`config.mk`:
```
export PLATFORM = sky130hd
export DESIGN_NAME = mabp_port
export DESIGN_NICKNAME = d
export VERILOG_FILES = /design/src/mabp_pkg.sv /design/src/mabp_sync.sv /design/src/mabp_port.sv
export SDC_FILE = /design/constraint.sdc
export NUM_CORES = 1
export LEC_CHECK = 0
export BUFFER_PORTS_ARGS = -buffer_cell sky130_fd_sc_hd__clkbuf_2
export CAP_MARGIN = 20
export CORE_MARGIN = 3
export CORE_UTILIZATION = 44
export DETAILED_ROUTE_END_ITERATION = 7
export PLACE_DENSITY = 0.72
export REMOVE_ABC_BUFFERS = 1
export SYNTH_ARGS = -nofsm -noshare
export SYNTH_HDL_FRONTEND = slang
export SYNTH_HIERARCHICAL = 1
export SYNTH_SLANG_ARGS = --single-unit
```
`constraint.sdc`:
```
create_clock -name clock -period 3.7 [get_ports clock]
set_input_delay 0.185 -clock clock [delete_from_list [all_inputs] [get_ports clock]]
set_output_delay 0.185 -clock clock [all_outputs]
set_load 0.01 [all_outputs]
```
`src/mabp_pkg.sv`:
```
// package: constants and carrier types for the multiplexed bus port
`default_nettype none
package mabp_pkg;
  localparam int ADDR_W      = 20;
  localparam int AD_W        = 16;
  localparam int UPPER_LSB   = 16;
  localparam int UPPER_W     = 4;
  localparam int WAIT_STATES = 1;
  localparam logic [3:0] UPPER_IDLE = 4'h0;
  localparam logic [1:0] CNT_RST    = 2'h0;

  // cycle kinds as {mux bit0 level, byte-high enable level}
  typedef enum logic [1:0] {
    MABP_WORD  = 2'h0,
    MABP_EVEN  = 2'h1,
    MABP_ODD   = 2'h2,
    MABP_RFSH  = 2'h3
  } mabp_kind_t;

  typedef enum logic [4:0] {
    MABP_IDLE  = 5'h01,
    MABP_ADDR  = 5'h02,
    MABP_DATA  = 5'h04,
    MABP_WAIT  = 5'h08,
    MABP_DONE  = 5'h10
  } mabp_state_t;

  typedef struct packed {
    logic [19:0] addr;
    logic [15:0] wdata;
    logic        write;
    mabp_kind_t  kind;
  } mabp_req_t;

  typedef struct packed {
    logic [15:0] adOut;
    logic [15:0] adOe;
    logic [3:0]  upperAddr;
    logic        addrLatch;
    logic        byteHighN;
    logic        xcvrEnN;
    logic        xcvrDirection;
  } mabp_pins_t;
endpackage
`default_nettype wire

```
`src/mabp_sync.sv`:
```
// three-stage synchroniser with agreement of the last two stages
`default_nettype none
module mabp_sync (
  // clock and reset
  input  wire logic clock,
  input  wire logic rstn,
  // levels
  input  wire logic async,
  output var  logic level
);
  typedef struct packed {
    logic s1;
    logic s2;
    logic s3;
    logic lvl;
  } mabp_sync_st_t;

  mabp_sync_st_t st_r, st_nxt;

  always_comb begin
    st_nxt = st_r;
    st_nxt.s1 = async;
    st_nxt.s2 = st_r.s1;
    st_nxt.s3 = st_r.s2;
    if (st_r.s2 == st_r.s3) begin
      st_nxt.lvl = st_r.s3;
    end
  end

  always_ff @(posedge clock or negedge rstn) begin
    if (!rstn) begin
      st_r <= '0;
    end else begin
      st_r <= st_nxt;
    end
  end

  assign level = st_r.lvl;
endmodule
`default_nettype wire

```
`src/mabp_port.sv`:
```
// multiplexed address/data bus port with coprocessor busy stall
// Function
// address bits 16-19 on upper outputs during address phase
// upper address outputs held low during data phase
// address bits 0-15 on shared lines during address phase; line 0 carries req.kind[1] instead of address bit 0
// data phase carries data; device drives on writes, partner on reads
// address latch strobe high during address phase
// byte-high enable low when upper data byte moves
// bit0 and byte-high enable encode word, even, odd, refresh
// byte-high enable pin also signals refresh cycles
// busy high halts coprocessor instruction execution
// execution resumes once busy is sampled low
// transceiver enable low only while data transfers
// direction high for transmit, low for receive
// bus clock is half the clock, changing on falling edges
// partner latches address while strobe high, holds it for the cycle
// coprocessor holds busy high while it works
`default_nettype none
module mabp_port (
  // clock and reset
  input  wire logic                 clock,
  input  wire logic                 rstn,
  // request from the execution unit
  input  wire logic                 reqValid,
  input  wire mabp_pkg::mabp_req_t  req,
  input  wire logic                 coprocInstr,
  output var  logic                 reqReady,
  output var  logic                 rdValid,
  output var  logic [15:0]          rdData,
  output var  logic                 execHalt,
  // bus pins
  input  wire logic [15:0]          adIn,
  output var  logic [15:0]          adOut,
  output var  logic [15:0]          adOe,
  output var  logic [3:0]           upperAddr,
  output var  logic                 addrLatch,
  output var  logic                 byteHighN,
  output var  logic                 xcvrEnN,
  output var  logic                 xcvrDirection,
  output var  logic                 busClock,
  // coprocessor
  input  wire logic                 coprocBusy
);
  typedef struct packed {
    mabp_pkg::mabp_state_t st;
    mabp_pkg::mabp_req_t   cur;
    mabp_pkg::mabp_pins_t  pins;
    logic [1:0]            cnt;
    logic                  ready;
    logic                  rdValid;
    logic [15:0]           rdData;
    logic                  halt;
  } mabp_port_st_t;

  mabp_port_st_t st_r, st_nxt;
  logic          busyLvl;
  logic          clkDiv_r;

  mabp_sync u_busy_sync (
    .clock (clock),
    .rstn  (rstn),
    .async (coprocBusy),
    .level (busyLvl)
  );

  // halved clock on falling edges so it is glitch free off a flop
  always_ff @(negedge clock or negedge rstn) begin
    if (!rstn) begin
      clkDiv_r <= 1'b0;
    end else begin
      clkDiv_r <= ~clkDiv_r;
    end
  end

  always_comb begin
    st_nxt = st_r;
    st_nxt.rdValid = 1'b0;
    // halt follows the synchronised busy only for coprocessor work
    st_nxt.halt = coprocInstr && busyLvl;
    unique case (st_r.st)
      mabp_pkg::MABP_IDLE: begin
        st_nxt.ready = !st_nxt.halt;
        if (reqValid && st_r.ready) begin
          st_nxt.cur = req;
          st_nxt.ready = 1'b0;
          st_nxt.st = mabp_pkg::MABP_ADDR;
          st_nxt.pins.adOut = req.addr[15:0];
          st_nxt.pins.adOut[0] = req.kind[1];
          st_nxt.pins.adOe = '1;
          st_nxt.pins.upperAddr = req.addr[19:16];
          st_nxt.pins.addrLatch = 1'b1;
          st_nxt.pins.byteHighN = req.kind[0];
          st_nxt.pins.xcvrDirection = req.write;
        end
      end
      mabp_pkg::MABP_ADDR: begin
        st_nxt.pins.addrLatch = 1'b0;
        st_nxt.pins.upperAddr = mabp_pkg::UPPER_IDLE;
        st_nxt.pins.xcvrEnN = (st_r.cur.kind == mabp_pkg::MABP_RFSH);
        // device drives only on writes, partner on reads
        st_nxt.pins.adOe = st_r.cur.write ? '1 : '0;
        st_nxt.pins.adOut = st_r.cur.write ? st_r.cur.wdata : '0;
        st_nxt.cnt = mabp_pkg::CNT_RST;
        st_nxt.st = mabp_pkg::MABP_DATA;
      end
      mabp_pkg::MABP_DATA: begin
        if (st_r.cnt == 2'(mabp_pkg::WAIT_STATES)) begin
          st_nxt.st = mabp_pkg::MABP_WAIT;
        end else begin
          st_nxt.cnt = st_r.cnt + 2'h1;
        end
      end
      mabp_pkg::MABP_WAIT: begin
        if (!st_r.cur.write && st_r.cur.kind != mabp_pkg::MABP_RFSH) begin
          st_nxt.rdValid = 1'b1;
          st_nxt.rdData = adIn;
        end
        st_nxt.pins.xcvrEnN = 1'b1;
        st_nxt.pins.adOe = '0;
        st_nxt.pins.byteHighN = 1'b1;
        st_nxt.st = mabp_pkg::MABP_DONE;
      end
      mabp_pkg::MABP_DONE: begin
        st_nxt.pins.xcvrDirection = 1'b0;
        st_nxt.ready = !st_nxt.halt;
        st_nxt.st = mabp_pkg::MABP_IDLE;
      end
      default: begin
        st_nxt.st = mabp_pkg::MABP_IDLE;
      end
    endcase
  end

  always_ff @(posedge clock or negedge rstn) begin
    if (!rstn) begin
      st_r <= '0;
      st_r.st <= mabp_pkg::MABP_IDLE;
      st_r.pins.byteHighN <= 1'b1;
      st_r.pins.xcvrEnN <= 1'b1;
    end else begin
      st_r <= st_nxt;
    end
  end

  assign reqReady      = st_r.ready;
  assign rdValid       = st_r.rdValid;
  assign rdData        = st_r.rdData;
  assign execHalt      = st_r.halt;
  assign adOut         = st_r.pins.adOut;
  assign adOe          = st_r.pins.adOe;
  assign upperAddr     = st_r.pins.upperAddr;
  assign addrLatch     = st_r.pins.addrLatch;
  assign byteHighN     = st_r.pins.byteHighN;
  assign xcvrEnN       = st_r.pins.xcvrEnN;
  assign xcvrDirection = st_r.pins.xcvrDirection;
  assign busClock      = clkDiv_r;
endmodule
`default_nettype wire

```
==> results.md <==
Route:
- The uppermost layer routed is met4.
- The number of design-rule violations left by the first detailed-router iteration is 112.
- The detailed router placed 2386 vias in this run.
- For this run, the detailed router's first-pass iteration total came to 4.
- The average detailed-routed wire length per instance is 14.44 um.
- Wire segments on met2 add up to 3836 um in the final route.
- The total wirelength of the detailed-routed design is 7088 um.
- After detailed routing, the number of remaining DRC violations is 0.
- After detailed routing, the met3 layer carries 206 um of wire.
- Using the TritonRoute via totals, the vias-per-cell ratio works out to 4.859.
- The routed length on met1 is 2984 um.
- The number of nets with antenna violations after routing is 0.

Min path:
- The count of cells along the worst hold path is 3.
- In this run the worst hold path is classified as input pin to flop.

Placed design:
- Routability-driven placement finished with a final weighted congestion of 0.7391.
- The post-placement setup slack is 1.143 ns.
- The HPWL reported at the end of detailed placement is 4961 um.
- The number of I/O port buffers is 118.

Synth:
- Sequential cells were found to cover 54.63% of the synthesized design area.
- The synthesized area per cell is 10.69 sq um.
- The mapped cell area is 0.003442 sq mm.
- Synthesis inferred 75 register bits.
- Yosys printed 6 warnings.
- The synthesized netlist contains 38 unique library cells.
- The gate count after technology mapping is 322.

Job:
- The max-capacitance violation count is 0.

Floorplan:
- The number of cell rows is 31.
- The number of top-level design ports is 120.
- The die is 94.45 um wide.
- The die height is 94.45 um.
- After floorplanning, the core was sized to cover 0.007408 sq mm.
- The area of the die is 0.008920 sq mm.
- The starting utilization of the core area is 46.46%.

Timing:
- The number of hold violations in the final report is 0.
- The max-slew violation count is 0.
- Once routing completed, OpenROAD measured the worst setup slack at 0.8027 ns.
- Setup repair after global routing left no endpoint under its margin.
- The number of setup violations in the final report is 0.
- Headroom to the max-slew limit came out at 40.01%.
- Summed over all failing endpoints, the final setup total negative slack is 0 ns.
- The slew of the pin with the lowest slew margin is 0.8976 ns.
- On the final layout, the worst clock skew is 0.01019 ns.

Clock network:
- The clock input transition at the sequential cells of the worst setup and hold paths is 0.09 ns.
- Counting every sink on the clock net gives 75.
- The clock latency reported for the late side of the worst-skew pair is 0.34 ns.
- The clock tree from TritonCTS is yes.
- Counting along the longest clock path gives a buffer depth of 2.
- The clock buffer count from CTS is 9.
- The count of instances resized after the clock tree is built is 0.
- The cell sitting at the root of the clock tree is a sky130_fd_sc_hd__clkbuf_8.
- The H-tree was split into 3 levels.

Global route:
- Entering global routing, the biggest net connects 73 pins.
- The global-route usage over all layers is 16.54%.
- The first global-routing pass estimated 11380 um of wire.
- Global routing finished with a remaining overflow of 0.
- The initial antenna violation count is 0.
- The number of global-route vias before repair is 2300.

Critical path:
- The depth of the most critical reg-to-reg path is 4.
- Grouping stages by cell kind, the critical path spends the most delay in flip-flops.
- The kind of critical path is flop to output port.
- The highest-delay cell along the critical path is sky130_fd_sc_hd__dfrtn_1.
- The signal on the critical path passes through clkbuf_2.
- At the worst endpoint, the required time is 3.51 ns.
- STA classifies the critical path startpoint as a flop.
- Along the worst path, the maximum fanout reaches 2.
- The data arrival at the endpoint of the critical path is 2.71 ns.
- Counting both buffers and inverters, the worst setup path holds a total of 1.
- The capturing element type of the critical path is an output port.
- The longest individual stage delay on the worst path is 0.41 ns.
- In this run the number of cells on the critical path is 1.

Layout:
- In the final layout, the share of cells above drive strength 1 is 40.56%.
- The area added between synthesis and finish is 13.09%.
- In the final layout, the multi-input gates occupy 0.001027 sq mm.
- At the end of the flow, the number of nets in the layout was 448.
- The footprint of the flip-flops and latches is 0.001881 sq mm.
- The total of fill cells in the finished design is 697.
- The antenna cell count is 0.

Pwr:
- Summed over all cells, the static leakage comes to 2.062 nW.
- The total power per unit cell area is 729.3 mW/mm^2.
- VDD sags by at most 0.3119 mV.

Outcome:
- The run finished with clean final reports.
-- synth_stat cells --
cell type | instances | area [sq um]
sky130_fd_sc_hd__a311o_1 | 1 | 10.01
sky130_fd_sc_hd__nand2b_1 | 2 | 12.51
sky130_fd_sc_hd__nor2_2 | 1 | 6.260
sky130_fd_sc_hd__a22oi_1 | 15 | 112.6
sky130_fd_sc_hd__a21boi_0 | 1 | 7.510
sky130_fd_sc_hd__nor4_1 | 1 | 6.260
sky130_fd_sc_hd__a21oi_1 | 10 | 50.05
sky130_fd_sc_hd__nand3_1 | 14 | 70.07
sky130_fd_sc_hd__or3_4 | 1 | 11.26
sky130_fd_sc_hd__or4_1 | 1 | 7.510
sky130_fd_sc_hd__and3_1 | 2 | 12.51
sky130_fd_sc_hd__mux2_4 | 9 | 135.1
sky130_fd_sc_hd__nand3b_1 | 2 | 15.01
sky130_fd_sc_hd__nor2_1 | 3 | 11.26
sky130_fd_sc_hd__buf_6 | 4 | 45.04
sky130_fd_sc_hd__mux2_2 | 7 | 78.83
sky130_fd_sc_hd__clkinv_8 | 1 | 16.27
sky130_fd_sc_hd__inv_1 | 4 | 15.01
sky130_fd_sc_hd__or3_1 | 1 | 6.260
sky130_fd_sc_hd__a22o_1 | 4 | 35.03
sky130_fd_sc_hd__o21ai_0 | 7 | 35.03
sky130_fd_sc_hd__dfrtp_1 | 71 | 1777
sky130_fd_sc_hd__nor3_1 | 7 | 35.03
sky130_fd_sc_hd__dfstp_2 | 3 | 78.83
sky130_fd_sc_hd__nor2b_1 | 2 | 12.51
sky130_fd_sc_hd__maj3_2 | 1 | 11.26
sky130_fd_sc_hd__xor2_1 | 1 | 8.760
sky130_fd_sc_hd__a31oi_1 | 1 | 6.260
sky130_fd_sc_hd__buf_8 | 1 | 15.01
sky130_fd_sc_hd__o21ai_1 | 9 | 45.04
sky130_fd_sc_hd__and2_1 | 2 | 12.51
sky130_fd_sc_hd__nand2_1 | 67 | 251.5
sky130_fd_sc_hd__clkbuf_1 | 6 | 22.52
sky130_fd_sc_hd__dfrtn_1 | 1 | 25.02
sky130_fd_sc_hd__buf_2 | 3 | 15.01
sky130_fd_sc_hd__ha_1 | 1 | 12.51
sky130_fd_sc_hd__a211o_1 | 1 | 8.760
sky130_fd_sc_hd__buf_4 | 54 | 405.4
-- cell type report --
type / count / share of cell area [%]
clock buffer: 10 / 3.536
clock inverter: 6 / 1.639
inverter: 5 / 0.8036
multi-input combinational: 174 / 26.39
sequential: 75 / 48.31
tap: 99 / 3.182
timing repair buffer: 122 / 16.14
-- registers in the layout, summed over array words and instances, names as in the netlist, 2 cells and up --
| signal | flops |
|---|---|
| st_r | 26 |
| adOut | 16 |
| rdData | 16 |
| upperAddr | 4 |
| u_busy_sync/st_nxt | 2 |
-- path summary, 6_finish.rpt --
| kind | from | end | slack (ns) |
|---|---|---|---|
| worst max-delay path | busClock | busClock | 0.80 |
| worst min-delay path | req[3] | st_r[64] | 0.03 |
| worst max register to register | st_r[101] | rdData[13] | 1.55 |
| worst min register to register | busClock | busClock | 0.30 |
| max in group asynchronous | rstn | busClock | 1.63 |
| min in group asynchronous | rstn | upperAddr[2] | 0.17 |
-- cells in the final DEF, fill, tap and decap left out, types with 2 or more instances in the layout --
cell type	count
sky130_fd_sc_hd__o21ai_0	7
sky130_fd_sc_hd__and3_1	2
sky130_fd_sc_hd__buf_4	3
sky130_fd_sc_hd__a21oi_1	10
sky130_fd_sc_hd__nor2_1	3
sky130_fd_sc_hd__and2_1	2
sky130_fd_sc_hd__nand3_1	14
sky130_fd_sc_hd__nor2b_1	2
sky130_fd_sc_hd__inv_1	4
sky130_fd_sc_hd__nand3b_1	2
sky130_fd_sc_hd__dfstp_2	3
sky130_fd_sc_hd__dlygate4sd3_1	2
sky130_fd_sc_hd__a22oi_1	15
sky130_fd_sc_hd__mux2_4	9
sky130_fd_sc_hd__nor3_1	7
sky130_fd_sc_hd__clkbuf_8	10
sky130_fd_sc_hd__mux2_2	7
sky130_fd_sc_hd__nand2_1	67
sky130_fd_sc_hd__clkinvlp_4	2
sky130_fd_sc_hd__a22o_1	4
sky130_fd_sc_hd__clkbuf_2	117
sky130_fd_sc_hd__o21ai_1	9
sky130_fd_sc_hd__nand2b_1	2
sky130_fd_sc_hd__dfrtp_1	71
sky130_fd_sc_hd__clkinv_2	2
-- per-layer routing --
metal,vias to the layer above,GRT usage [%]
met5,-,0
met4,0,6.859
met3,6,2.231
met2,46,27.25
met1,1181,22.08
li1,1153,-
-- through the flow --
step | area, sq um | total power [W] | std cells | hold slack, ns | utilization, %
after global routing | 3892 | 0.003054 | 491 | 0.02202 | 52.54
after floorplan | 2939 | 0.001804 | 254 | -0.1106 | -
final | 3892 | 0.002839 | 491 | 0.02850 | 52.54
after detailed placement | 3671 | 0.002234 | 473 | -0.005554 | 49.55
after CTS | 3892 | 0.002886 | 491 | 0.002793 | 52.54
after global placement | 3671 | 0.002192 | 473 | -0.006571 | 49.55
-- repair_timing --
action	4_1_cts	5_1_grt
hold buffers	2	0
setup buffers	0	0
endpoints found under the hold margin	3	0
-- cells by family after synthesis --
logic type / count (synthesis) / share of synthesized area (%)
flops: 75 / 54.63
buf+inv: 73 / 15.52
simple gates: 106 / 13.67
fa+ha+maj: 2 / 0.6906
xor+xnor: 1 / 0.2545
mux: 16 / 6.216
compound gates: 49 / 9.015
-- power breakdown --
| part | switching, W | leakage [nW] | internal [W] |
|---|---|---|---|
| Sequential | 0.000176 | 0.908 | 0.00109 |
| Combinational | 0.000551 | 1.06 | 0.000385 |
| Clock | 0.000304 | 0.0987 | 0.000330 |
Power figures use the tool's default switching activity.
